<file path="src/ea_gen_map.svh">
// constants for effective-address generation and stack limit checking
// Operation
// RULE_01: stack pointer marks first free word, grows upward
// RULE_02: pop pre-decrements, push post-increments the pointer
// RULE_03: call push zero-extends program counter top part
// RULE_04: exception push joins status low byte to counter
// RULE_05: stack limit bit zero always reads zero
// RULE_06: every stack-pointer address compared against stack limit; code compares only pushes, by pointer value
// RULE_07: push at limit allowed, next push traps
// RULE_08: stack pointer below 0x0800 raises underflow trap
// RULE_09: stack limit register has no reset value
// RULE_10: software avoids stack-pointer read right after limit write
// RULE_11: file register address is 13 bits, near space
// RULE_12: file ops default to working register zero
// RULE_13: three-operand: base direct, operand two register/memory/literal
// RULE_14: indirect address equals pointer register contents
// RULE_15: post-modify uses pointer then steps it
// RULE_16: pre-modify steps pointer then uses it
// RULE_17: indexed address is pointer plus base register
// RULE_18: literal offset address is pointer plus literal
// RULE_19: move and accumulator ops add indexed mode
// RULE_20: move source and destination share offset field
// RULE_21: move reaches whole data space; code still forms move addresses from the 13-bit file field
// RULE_22: one stack error request in offending cycle; code registers it, trap rises one clock later
`ifndef EA_GEN_MAP_SVH
`define EA_GEN_MAP_SVH
`define SP_INDEX 4'hf
`define DEFAULT_WORKING_REGISTER_INDEX 4'h0
`define SFR_TOP 16'h0800
`define NEAR_MASK 16'h1fff
`define WORD_STEP 16'h0002
`define REG_RESET 16'h0000
`endif

</file>
<file path="src/ea_gen_pkg.sv">
// types for effective-address generation
package ea_gen_pkg;
  typedef enum logic [7:0] {
    MODE_FILE = 8'h01,
    MODE_DIRECT = 8'h02,
    MODE_IND = 8'h04,
    MODE_POST = 8'h08,
    MODE_PRE = 8'h10,
    MODE_INDEX = 8'h20,
    MODE_LIT = 8'h40,
    MODE_IMM = 8'h80
  } ea_mode_t;
  typedef enum logic [3:0] {
    ST_NONE = 4'h1,
    ST_PUSH = 4'h2,
    ST_POP = 4'h4,
    ST_ACCESS = 4'h8
  } stack_op_t;
  typedef enum logic [2:0] {
    PUSH_DATA = 3'h1,
    PUSH_CALL = 3'h2,
    PUSH_EXC = 3'h4
  } push_src_t;
endpackage

</file>
<file path="src/ea_stack_check.sv">
// stack limit and underflow comparison
`timescale 1ns/1ns
`default_nettype none
`include "ea_gen_map.svh"
module ea_stack_check
(
  input wire logic [15:0] addr, // effective address formed from stack pointer
  input wire logic [15:0] sp_value, // stack pointer before the access
  input wire logic [15:0] limit, // stack limit value
  input wire logic is_push, // access is a push
  input wire logic uses_sp, // address came from stack pointer
  output logic overflow, // push past limit
  output logic underflow // address inside sfr area
);
  // push exactly at limit is legal; only addresses past it trap
  assign overflow = uses_sp && is_push && (sp_value > limit); // RULE_06 RULE_07
  assign underflow = uses_sp && (addr < `SFR_TOP); // RULE_08
endmodule
`default_nettype wire

</file>
<file path="src/ea_gen_stack_limit_check.sv">
// effective-address generator with stack pointer and limit checks
`timescale 1ns/1ns
`default_nettype none
`include "ea_gen_map.svh"
module ea_gen_stack_limit_check
  import ea_gen_pkg::*;
(
  input wire logic ref_clk, // core clock
  input wire logic rst, // async reset, active high
  input wire logic op_valid, // decoder presents an operand request
  input wire logic [7:0] op_mode, // one-hot addressing mode
  input wire logic [3:0] op_stack, // one-hot stack operation
  input wire logic [2:0] op_push_src, // one-hot push data source
  input wire logic [3:0] ptr_sel, // pointer register index
  input wire logic [3:0] base_sel, // shared offset register index
  input wire logic ptr_dec, // modify step is a decrement
  input wire logic [15:0] mod_step, // modify constant in bytes
  input wire logic [15:0] lit_offset, // signed literal offset
  input wire logic [12:0] file_addr, // file register address field
  input wire logic is_move, // move instruction, same 13-bit file address as other file ops
  input wire logic [15:0] push_data, // ordinary push operand
  input wire logic [22:0] pc_value, // program counter to push
  input wire logic [7:0] status_low_byte, // status byte for exceptions
  input wire logic wr_en, // working register write from core
  input wire logic [3:0] wr_sel, // working register index
  input wire logic [15:0] wr_data, // working register data
  input wire logic limit_wr, // stack limit register write
  input wire logic [15:0] limit_data, // stack limit write data
  output logic [15:0] effective_address, // address to data memory
  output logic ea_valid, // address valid
  output logic [15:0] push_word_lo, // low word of pushed value
  output logic [15:0] push_word_hi, // high word of pushed value
  output logic [15:0] base_value, // base register operand
  output logic [15:0] default_working_register_value, // default working register
  output logic [15:0] stack_pointer_register, // current stack pointer
  output logic stack_error_trap // one-cycle trap request
);
  logic [15:0] default_working_register_file [0:15];
  logic [15:0] stack_limit_register;
  logic [15:0] ptr_val;
  logic [15:0] base_val;
  logic [15:0] step;
  logic [15:0] moved;
  logic [15:0] ea_next;
  logic [15:0] ptr_next;
  logic ptr_update;
  logic [15:0] lo_next;
  logic [15:0] hi_next;
  logic uses_sp;
  logic ovf;
  logic unf;
  ea_mode_t mode;
  stack_op_t sop;
  push_src_t psrc;

  assign mode = ea_mode_t'(op_mode);
  assign sop = stack_op_t'(op_stack);
  assign psrc = push_src_t'(op_push_src);
  assign ptr_val = (sop == ST_PUSH || sop == ST_POP) ?
    default_working_register_file[`SP_INDEX] : default_working_register_file[ptr_sel];
  assign base_val = default_working_register_file[base_sel]; // RULE_20
  assign step = ptr_dec ? (16'h0000 - mod_step) : mod_step;
  assign moved = ptr_val + step;

  always_comb
  begin
    ea_next = ptr_val;
    ptr_next = ptr_val;
    ptr_update = 1'b0;
    uses_sp = 1'b0;
    case (sop)
      ST_PUSH:
      begin
        ea_next = ptr_val; // RULE_01
        ptr_next = ptr_val + `WORD_STEP; // RULE_02
        ptr_update = 1'b1;
        uses_sp = 1'b1;
      end
      ST_POP:
      begin
        ea_next = ptr_val - `WORD_STEP; // RULE_02
        ptr_next = ea_next;
        ptr_update = 1'b1;
        uses_sp = 1'b1;
      end
      default:
      begin
        case (mode)
          MODE_FILE:
          begin
            if (is_move)
              ea_next = {3'h0, file_addr}; // RULE_21
            else
              ea_next = {3'h0, file_addr} & `NEAR_MASK; // RULE_11
          end
          MODE_DIRECT: ea_next = ptr_val;
          MODE_IND: ea_next = ptr_val; // RULE_14
          MODE_POST:
          begin
            ea_next = ptr_val; // RULE_15
            ptr_next = moved;
            ptr_update = 1'b1;
          end
          MODE_PRE:
          begin
            ea_next = moved; // RULE_16
            ptr_next = moved;
            ptr_update = 1'b1;
          end
          MODE_INDEX: ea_next = ptr_val + base_val; // RULE_17 RULE_19
          MODE_LIT: ea_next = ptr_val + lit_offset; // RULE_18
          MODE_IMM: ea_next = lit_offset; // RULE_13
          default: ea_next = ptr_val;
        endcase
        uses_sp = (ptr_sel == `SP_INDEX) && (mode != MODE_FILE) &&
          (mode != MODE_DIRECT) && (mode != MODE_IMM); // RULE_06
      end
    endcase
  end

  always_comb
  begin
    lo_next = push_data;
    hi_next = 16'h0000;
    case (psrc)
      PUSH_CALL:
      begin
        lo_next = pc_value[15:0];
        hi_next = {9'h000, pc_value[22:16]}; // RULE_03
      end
      PUSH_EXC:
      begin
        lo_next = pc_value[15:0];
        hi_next = {status_low_byte, 1'b0, pc_value[22:16]}; // RULE_04
      end
      default:
      begin
        lo_next = push_data;
        hi_next = 16'h0000;
      end
    endcase
  end

  ea_stack_check u_check
  (
    .addr(ea_next),
    .sp_value(default_working_register_file[`SP_INDEX]),
    .limit(stack_limit_register),
    .is_push(sop == ST_PUSH),
    .uses_sp(uses_sp && op_valid),
    .overflow(ovf),
    .underflow(unf)
  );

  // no reset: limit is undefined until software writes it
  always_ff @(posedge ref_clk) // RULE_09
  begin
    if (limit_wr)
      stack_limit_register <= {limit_data[15:1], 1'b0}; // RULE_05
  end

  genvar gi;
  generate
    for (gi = 0; gi < 16; gi++)
    begin : g_default_working_register
      always_ff @(posedge ref_clk or posedge rst)
      begin
        if (rst)
          default_working_register_file[gi] <= `REG_RESET;
        else if (op_valid && ptr_update &&
                 ((sop == ST_PUSH || sop == ST_POP) ? (gi == 15) :
                  (ptr_sel == 4'(gi))))
          default_working_register_file[gi] <= ptr_next;
        else if (wr_en && wr_sel == 4'(gi))
          default_working_register_file[gi] <= (gi == 15) ? {wr_data[15:1], 1'b0} : wr_data;
      end
    end
  endgenerate

  always_ff @(posedge ref_clk or posedge rst)
  begin
    if (rst)
    begin
      effective_address <= `REG_RESET;
      ea_valid <= 1'b0;
    end
    else
    begin
      effective_address <= ea_next;
      ea_valid <= op_valid;
    end
  end

  always_ff @(posedge ref_clk or posedge rst)
  begin
    if (rst)
    begin
      push_word_lo <= `REG_RESET;
      push_word_hi <= `REG_RESET;
    end
    else
    begin
      push_word_lo <= lo_next;
      push_word_hi <= hi_next;
    end
  end

  always_ff @(posedge ref_clk or posedge rst)
  begin
    if (rst)
    begin
      base_value <= `REG_RESET;
      default_working_register_value <= `REG_RESET;
      stack_pointer_register <= `REG_RESET;
    end
    else
    begin
      base_value <= base_val; // RULE_13
      default_working_register_value <= default_working_register_file[`DEFAULT_WORKING_REGISTER_INDEX]; // RULE_12
      stack_pointer_register <= default_working_register_file[`SP_INDEX];
    end
  end

  always_ff @(posedge ref_clk or posedge rst)
  begin
    if (rst)
      stack_error_trap <= 1'b0;
    else
      stack_error_trap <= ovf || unf; // RULE_22
  end

  a_push_post_inc: assert property ( // RULE_02
    @(posedge ref_clk) disable iff (rst)
    op_valid && sop == ST_PUSH && !wr_en |=>
    default_working_register_file[15] == $past(default_working_register_file[15]) + 16'h0002)
    else $error("push did not advance stack pointer");
  a_pop_pre_dec: assert property ( // RULE_02
    @(posedge ref_clk) disable iff (rst)
    op_valid && sop == ST_POP |=>
    effective_address == $past(default_working_register_file[15]) - 16'h0002)
    else $error("pop address not pre-decremented");
  a_push_addr_sp: assert property ( // RULE_01
    @(posedge ref_clk) disable iff (rst)
    op_valid && sop == ST_PUSH |=>
    effective_address == $past(default_working_register_file[15]))
    else $error("push address is not free word");
  a_limit_bit0: assert property ( // RULE_05
    @(posedge ref_clk) disable iff (rst)
    $past(limit_wr) |->
    stack_limit_register == {$past(limit_data[15:1]), 1'b0})
    else $error("limit write not word aligned");
  a_call_msb: assert property ( // RULE_03
    @(posedge ref_clk) disable iff (rst)
    psrc == PUSH_CALL |=> push_word_hi[15:7] == 9'h000)
    else $error("call push top bits not clear");
  a_exc_srl: assert property ( // RULE_04
    @(posedge ref_clk) disable iff (rst)
    psrc == PUSH_EXC |=> push_word_hi[15:8] == $past(status_low_byte))
    else $error("exception push lost status byte");
  a_at_limit_ok: assert property ( // RULE_07
    @(posedge ref_clk) disable iff (rst)
    op_valid && sop == ST_PUSH && default_working_register_file[15] == stack_limit_register &&
    default_working_register_file[15] >= 16'h0800 |=> !stack_error_trap)
    else $error("push at limit trapped");
  a_over_trap: assert property ( // RULE_07
    @(posedge ref_clk) disable iff (rst)
    op_valid && sop == ST_PUSH && default_working_register_file[15] > stack_limit_register
    |=> stack_error_trap)
    else $error("push past limit did not trap");
  // pointer values below two wrap on pop and leave the sfr area
  a_under_trap: assert property ( // RULE_08
    @(posedge ref_clk) disable iff (rst)
    op_valid && sop == ST_POP &&
    default_working_register_file[15] inside {[16'h0002:16'h0801]}
    |=> stack_error_trap)
    else $error("underflow did not trap");
  a_index_sum: assert property ( // RULE_17
    @(posedge ref_clk) disable iff (rst)
    op_valid && !(sop inside {ST_PUSH, ST_POP}) &&
    mode == MODE_INDEX |=>
    effective_address == $past(default_working_register_file[ptr_sel] + default_working_register_file[base_sel]))
    else $error("indexed address wrong");
  a_pre_mod: assert property ( // RULE_16
    @(posedge ref_clk) disable iff (rst)
    op_valid && !(sop inside {ST_PUSH, ST_POP}) &&
    mode == MODE_PRE |=>
    effective_address == $past(ptr_dec ? default_working_register_file[ptr_sel] - mod_step :
    default_working_register_file[ptr_sel] + mod_step))
    else $error("pre-modified address wrong");
  a_post_mod: assert property ( // RULE_15
    @(posedge ref_clk) disable iff (rst)
    op_valid && !(sop inside {ST_PUSH, ST_POP}) &&
    mode == MODE_POST |=>
    effective_address == $past(default_working_register_file[ptr_sel]))
    else $error("post-modified address wrong");
  a_ind_addr: assert property ( // RULE_14
    @(posedge ref_clk) disable iff (rst)
    op_valid && !(sop inside {ST_PUSH, ST_POP}) &&
    mode == MODE_IND |=>
    effective_address == $past(default_working_register_file[ptr_sel]))
    else $error("indirect address wrong");
  a_lit_offset: assert property ( // RULE_18
    @(posedge ref_clk) disable iff (rst)
    op_valid && !(sop inside {ST_PUSH, ST_POP}) &&
    mode == MODE_LIT |=>
    effective_address == $past(default_working_register_file[ptr_sel] + lit_offset))
    else $error("literal offset address wrong");
  a_near_space: assert property ( // RULE_11
    @(posedge ref_clk) disable iff (rst)
    op_valid && !(sop inside {ST_PUSH, ST_POP}) &&
    mode == MODE_FILE |=>
    effective_address[15:13] == 3'h0)
    else $error("file address beyond near space");
  // a trap without a request would point the core at the wrong access
  a_trap_cause: assert property ( // RULE_22
    @(posedge ref_clk) disable iff (rst)
    stack_error_trap |-> $past(op_valid))
    else $error("stack trap without a request");
endmodule
`default_nettype wire

</file>
<file path="config.mk">
export PLATFORM = sky130hd
export DESIGN_NAME = ea_gen_stack_limit_check
export DESIGN_NICKNAME = d
export VERILOG_FILES = /design/src/ea_gen_pkg.sv /design/src/ea_stack_check.sv /design/src/ea_gen_stack_limit_check.sv
export VERILOG_INCLUDE_DIRS = /design/src
export SDC_FILE = /design/constraint.sdc
export NUM_CORES = 1
export LEC_CHECK = 0
export BUFFER_PORTS_ARGS = -buffer_cell sky130_fd_sc_hd__buf_2
export CAP_MARGIN = 20
export CORE_ASPECT_RATIO = 1.2
export CORE_MARGIN = 2
export CORE_UTILIZATION = 60
export DETAILED_ROUTE_END_ITERATION = 10
export GPL_TIMING_DRIVEN = 0
export PLACE_DENSITY = 0.77
export SETUP_SLACK_MARGIN = 0.3
export SLEW_MARGIN = 20
export SYNTH_ARGS = -nofsm -noshare
export SYNTH_HDL_FRONTEND = slang
export SYNTH_HIERARCHICAL = 1
export SYNTH_SLANG_ARGS = --single-unit
</file>
<file path="constraint.sdc">
create_clock -name ref_clk -period 12 [get_ports ref_clk]
set_input_delay 0 -clock ref_clk [delete_from_list [all_inputs] [get_ports ref_clk]]
set_output_delay 0 -clock ref_clk [all_outputs]
set_load 0.03 [all_outputs]
</file>
# Word level (Yosys, flattened, before mapping)
# Cells that the tools add are included.
# word_totals
ff_bits	369
word_cells	208
latchBits	0
out_inout_bits	98
ram_bits	0
inputBits	158
mem_bits_ro	0
n_memories	0
# op_classes
mux	65
shifts	0
n_div	0
reduce_logical	63
multipliers	0
add_sub_neg	6
n_eq_ne	43
order_cmp	4
bitwise_logic	2
# ops
cell	count
2-to-1 mux 16 bit	40
binary-select mux 16 bit (select 4 bit)	2
case mux 16 bit (2 select lines)	3
case mux 16 bit (5 select lines)	1
equality test 4 bit (second input constant)	16
adder 16 bit	3
logical AND 1 bit	40
equality test 4 x 3 -> 1 bit (second input constant)	9
nonzero test 2 bit	16
equality test 4 x 2 -> 1 bit (second input constant)	5
2-to-1 mux 1 bit	19
adder 16 x 2 -> 16 bit (second input constant)	1
greater-than comparator 16 bit	1
less-than comparator 16 x 12 -> 1 bit (second input constant)	1
subtractor 1 x 16 -> 16 bit (first input constant)	1
subtractor 16 x 2 -> 16 bit (second input constant)	1
greater-or-equal comparator 5 bit (second input constant)	2
NOT 4 -> 5 bit	2
equality test 4 x 1 -> 1 bit (second input constant)	2
equality test 8 x 1 -> 1 bit (second input constant)	1
equality test 8 x 4 -> 1 bit (second input constant)	1
equality test 8 x 5 -> 1 bit (second input constant)	1
equality test 8 x 6 -> 1 bit (second input constant)	1
equality test 8 x 7 -> 1 bit (second input constant)	1
other kinds (9)	13

# Longest topological paths before layout
# depth
ltp_word	11
mapped_depth	25
depth_no_buf	19

# Hierarchy
# The synthesis kept the hierarchy.
# by_module_without_submodules
mod	seq_area_each_um2	area_per_inst_um2	instances	cells_per_inst
ea_gen_stack_limit_check	9283.9	24024.3	1	2254
ea_stack_check	0.0	444.2	1	58

# Least setup slack after synthesis
# No wires, ideal clock.
# synth_path
kind	input port to flip-flop
startpoint	in base_sel[0]
endpoint	reg stack_error_trap
setup_time_ps	62
arrival_time_ps	5125
required_time_ps	11938
path_stages	18
path_slack_ps	6813
cell_sequence	clkbuf_1 -> buf_1 -> mux4_2 -> mux4_2 -> mux2_2 -> ha_1 -> fa_1 -> a21o_1 -> a21o_1 -> a21boi_0 -> o21ai_0 -> o41ai_1 -> xnor2_1 -> a211oi_1 -> o221ai_1 -> or4b_1 -> nor3_1 -> or2_2
# synth_between
elab_chain_cells	10
# synth_lines
item	line_no	text
start: declaration	ea_gen_stack_limit_check.sv:15	input wire logic [3:0] base_sel,
NOT 4 -> 5 bit (not written as such)	ea_gen_stack_limit_check.sv:61	assign base_val = default_working_register_file[base_sel];
binary-select mux 16 bit (select 4 bit)	ea_gen_stack_limit_check.sv:61	
2-to-1 mux 16 bit (not written as such) (2 in series)	ea_gen_stack_limit_check.sv:61	
via base_val[0]	ea_gen_stack_limit_check.sv:41	logic [15:0] base_val;
adder 16 bit	ea_gen_stack_limit_check.sv:110	MODE_INDEX: ea_next = ptr_val + base_val;
case mux 16 bit (5 select lines)	ea_gen_stack_limit_check.sv:88	case (mode)
case mux 16 bit (2 select lines)	ea_gen_stack_limit_check.sv:71	case (sop)
via ea_next[12]	ea_gen_stack_limit_check.sv:44	logic [15:0] ea_next;
less-than comparator 16 x 12 -> 1 bit (no source line)	-	
logical AND 1 bit	ea_stack_check.sv:17	assign underflow = uses_sp && (addr < `SFR_TOP);
via unf	ea_gen_stack_limit_check.sv:51	logic unf;
logical OR 1 bit	ea_gen_stack_limit_check.sv:229	stack_error_trap <= ovf || unf;
end signal: assignment	ea_gen_stack_limit_check.sv:229	
end: declaration	ea_gen_stack_limit_check.sv:36	output logic stack_error_trap
# The timed path passes the listed nets, and every way through them passes these cells. The select of a mux whose other input is x is not followed.
# A chain may end at the register's enable or synchronous reset.

# Worst setup path in the final report
# layout_path
startpoint	in base_sel[1]
endpoint	reg stack_error_trap
# Same word-level chain as after synthesis.

==> impl_summary.log <==
INFO  metric average_via_count_per_standard_cell = approximately 7.2
INFO  metric synth_edf_count = 15
INFO  metric timing.reg2reg.setup_slack = 5.29 ns
INFO  metric report.final.setup_viol = 0
INFO  metric cellLeakagePower = roughly 13 nW
INFO  metric grt_use_met3 = ~17%
INFO  metric min_from = lit_offset[10]
INFO  metric power.share.switching = about two fifths
INFO  metric wire_length_of_the_first_global_routing_pass = between 150000 and 200000 µm
INFO  metric cts_root_buf = sky130_fd_sc_hd__clkbuf_16
INFO  metric hold_end = effective_address[10]
INFO  metric place.port_buffers = 246
INFO  metric maxCapViolCount = 0
INFO  metric floorplan.initialDensity = roughly three fifths
INFO  metric power.share.clock = 25.5%
INFO  metric antenna_violations_before_repair = 1
INFO  metric die_area = approximately 42000 µm²
INFO  metric cp.required = around 13 ns
INFO  metric critical_path.reg2reg.startpoint = default_working_register_file[0]
INFO  metric post-synth-top-count-cell = sky130_fd_sc_hd__dfrtp_1
INFO  metric synth_flop_cell = sky130_fd_sc_hd__dfrtp_1
INFO  metric rsz_0062_raised_after_global_routing = no
INFO  metric cts_made_buffers = 40
INFO  metric ys_seq_area_share = approximately 38%
INFO  metric rd_place_congestion = 1.093
INFO  metric synth.ff_latch_count = 368
INFO  metric tritoncts = built
INFO  metric via_count_of_the_routed_design = roughly 24000
INFO  metric maxSlewViolCount = 0
INFO  metric crit-reg2reg-capture = stack_error_trap
INFO  metric finalCriticalPeriod = slightly above 8 ns
INFO  metric type_of_the_setup_path_with_the_least_slack = in -> reg
INFO  metric global_route.usage.total = approximately 49%
INFO  metric worst-r2r-cell-count = 16
INFO  metric drc = 0
INFO  metric hold_path_depth = 6
INFO  metric postRouteAntennaNets = 0
INFO  metric critPathLaunch = base_sel[1]
INFO  metric globalRouteOverflowTotal = 0
INFO  metric cts_post_setup_buffers_inserted = 0
INFO  metric max-vdd-ir-drop = 159.9 µV
INFO  metric drt_pass_1_iters = 6
INFO  metric distinct_cell_type_count_of_the_synthesized_netlist = 100
INFO  metric slew-limit-headroom = approximately 14%
INFO  metric p_int = slightly above 3 mW
INFO  metric placed_cells_incl_taps = 3104
INFO  metric total_switching_power = between 1.5 and 2 mW
INFO  metric wl = about 100000 µm
INFO  metric grtUsageMet1 = 56.34%
INFO  metric initialDrtViolationCount = about 3200
INFO  metric classification_of_the_worst_slack_hold_path = in -> reg
INFO  metric critPathMaxFanout = 10
INFO  metric io_pins = approximately 260
INFO  metric report.power.total = roughly 5 mW
INFO  metric core_region_area = roughly 41000 µm²
INFO  metric hpwl = about 77000 µm
INFO  metric post_route_cells_drive_above_1_share = roughly a quarter
INFO  metric skew = around 0.024 ns
INFO  metric max_freq = around 120 MHz
INFO  metric clk_pin_slew = roughly 0.060 ns
INFO  metric chipWidth = ~190 µm
INFO  metric share_comb_of_total_power = a little under two fifths
INFO  metric synthTopCellsByCount = sky130_fd_sc_hd__dfrtp_1 (353), sky130_fd_sc_hd__a21oi_1 (248), sky130_fd_sc_hd__nor2_1 (190), sky130_fd_sc_hd__mux2_2 (160), sky130_fd_sc_hd__a211oi_1 (145)
INFO  metric outcome = complete, no violations
INFO  metric cts_buffer_depth = 3
INFO  metric rows = 81
INFO  metric synth.largest_area_cell = sky130_fd_sc_hd__dfrtp_1
INFO  metric critPathLaunchType = input pin
INFO  metric synthesis.instances = between 2000 and 2500
INFO  metric fin_cells = about 3300
INFO  metric synth_async_sr_flop_share = 95.92%
INFO  metric finalNetCount = about 2900
INFO  metric area_growth_syn_to_layout = 18.44%
INFO  metric post_synth.cell_area_avg = approximately 11 µm²
INFO  metric worstPathArrival = about 8.6 ns
INFO  metric grt_max_degree = 104
INFO  metric synth.area.top_cells = sky130_fd_sc_hd__dfrtp_1 (36%), sky130_fd_sc_hd__mux4_2 (13%), sky130_fd_sc_hd__mux2_2 (7.4%), sky130_fd_sc_hd__a21oi_1 (5.1%), sky130_fd_sc_hd__a211oi_1 (4.4%)
INFO  metric die-height = 225.2 µm
INFO  metric clkSinkCount = between 300 and 400
INFO  metric wire_per_inst = around 32 µm
INFO  metric final_min_period_over_clock_period = 67.36%
INFO  metric cts_htree_levels = 2
INFO  metric power_density = around 170 nW/µm²
INFO  metric groute.layer.met2.usage = about 76%
INFO  metric share_of_yosys_cell_area_claimed_by_the_top_area_cell_type = approximately 36%
INFO  metric globalRoute.busiestLayer = met2
INFO  metric seq_power_share = 36.4%
INFO  metric yosysWarningCount = 6
INFO  metric synthesis.area = around 24000 µm²
INFO  metric finalHoldViolCount = 0
INFO  metric worst_skew_pair.late_latency = slightly below 0.6 ns
INFO  metric timing.critical_path.to_type = flip-flop
INFO  metric vias_in_the_first_global_route = 24050
INFO  metric worst_slew_pin_slew = ~1.3 ns
what timing repair did:
action	in CTS	in global routing
resized for setup	0	0
hold buffers	113	0
hold endpoints to repair	386	0
worst max-delay path by stage:
stage                            end  slack, ns  depth (start not counted)
floorplan              base_value[0]       2.21                          1
global placement      base_value[14]      -1.69                          2
detailed placement  stack_error_trap       3.75                         19
CTS                 stack_error_trap       4.34                         19
global route        stack_error_trap       4.10                         19
finish              stack_error_trap       3.92                         19
layout by cell type (no fill, tap or decap), types with 13 or more instances in the layout:
cell,instances
sky130_fd_sc_hd__a31oi_1,26
sky130_fd_sc_hd__or3_1,16
sky130_fd_sc_hd__ha_1,49
sky130_fd_sc_hd__and3_1,13
sky130_fd_sc_hd__inv_1,32
sky130_fd_sc_hd__and2_1,20
sky130_fd_sc_hd__nand3_1,20
sky130_fd_sc_hd__nor2b_1,135
sky130_fd_sc_hd__edfxtp_1,15
sky130_fd_sc_hd__nand2b_1,14
sky130_fd_sc_hd__xnor2_1,43
sky130_fd_sc_hd__a211oi_1,143
sky130_fd_sc_hd__mux4_2,137
sky130_fd_sc_hd__mux2_2,160
sky130_fd_sc_hd__o21ai_0,58
sky130_fd_sc_hd__clkbuf_1,138
sky130_fd_sc_hd__clkbuf_16,42
sky130_fd_sc_hd__nor2_1,190
sky130_fd_sc_hd__dfrtp_1,353
sky130_fd_sc_hd__a21o_1,14
sky130_fd_sc_hd__xor2_1,17
sky130_fd_sc_hd__nand2_1,114
sky130_fd_sc_hd__mux2i_1,51
sky130_fd_sc_hd__nor3_1,33
sky130_fd_sc_hd__buf_2,265
sky130_fd_sc_hd__a21oi_1,248
sky130_fd_sc_hd__dlygate4sd3_1,114
through the flow:
step	util [%]	area (µm²)	worst slack [ns]	hold WS, ns	setup TNS, ns
after global routing	71.49	28980	4.101	0.05627	0
after global placement	65.07	26380	-1.685	0.1473	-578.55
after CTS	71.44	28960	4.345	0.001739	0
after floorplan	-	24470	2.208	0.03143	0
final	71.49	28980	3.916	0.01084	0
after detailed placement	65.42	26520	3.750	0.08964	0
kinds of logic (layout without fill, tap and decap cells):
logic type / after synthesis / count (layout) / share of synthesized area (%)
xor+xnor: 60 / 60 / 2.148
simple gates: 618 / 618 / 12.84
other cells: 1 / 3 / 0.01533
compound gates: 626 / 626 / 16.57
fa+ha+maj: 51 / 51 / 2.669
buf+inv: 227 / 665 / 4.536
mux: 361 / 361 / 23.28
flops: 368 / 368 / 37.94
power groups by stage:
stage	clock network, mW	logic [mW]	registers, mW
3_5_place_dp	0	1.79	1.80
4_1_cts	1.27	1.83	1.78
3_3_place_gp	0	1.74	1.79
6_report	1.27	1.91	1.82
5_1_grt	1.31	2.02	1.82
2_1_floorplan	0	1.18	1.81
routing by layer:
metal	up-vias	share of wire (%)
li1	9521	-
met1	11430	33
met2	2054	45
met3	573	13
met4	0	9.2
met5	-	0
registers in the layout, summed over array words and instances, names as in the netlist:
| name | flops |
|---|---|
| default_working_register_file | 256 |
| base_value | 16 |
| default_working_register_value | 16 |
| effective_address | 16 |
| push_word_lo | 16 |
| stack_pointer_register | 16 |
| push_word_hi | 15 |
| stack_limit_register | 15 |
| ea_valid | 1 |
| stack_error_trap | 1 |
worst max-delay path, stage by stage:
cell and delay (ns):
sky130_fd_sc_hd__clkbuf_1 0.81, sky130_fd_sc_hd__clkbuf_1 0.90, sky130_fd_sc_hd__buf_1 0.79, sky130_fd_sc_hd__mux4_2 0.47, sky130_fd_sc_hd__mux4_2 0.56, sky130_fd_sc_hd__mux2_2 0.30, sky130_fd_sc_hd__ha_1 0.27, sky130_fd_sc_hd__fa_1 0.49
sky130_fd_sc_hd__a21o_1 0.17, sky130_fd_sc_hd__a21o_1 0.23, sky130_fd_sc_hd__a21boi_0 0.34, sky130_fd_sc_hd__o21ai_0 0.23, sky130_fd_sc_hd__o41ai_1 0.68, sky130_fd_sc_hd__xnor2_1 0.13, sky130_fd_sc_hd__a211oi_1 0.33, sky130_fd_sc_hd__o221ai_1 0.25
sky130_fd_sc_hd__or4b_1 0.56, sky130_fd_sc_hd__nor3_1 0.81, sky130_fd_sc_hd__or2_2 0.25
layout make-up:
class,instances,area [µm²]
multi-input cells,1718,14120
fillers,2923,11560
flip-flops and latches,368,9284
repair buffers,365,2469
clock buffers,57,1187
plain buffers,191,980.9
well taps,539,674.4
inverters,36,142.6
clock inverters,16,121.4
diodes,1,2.502
(Power assumes the default switching activity.)
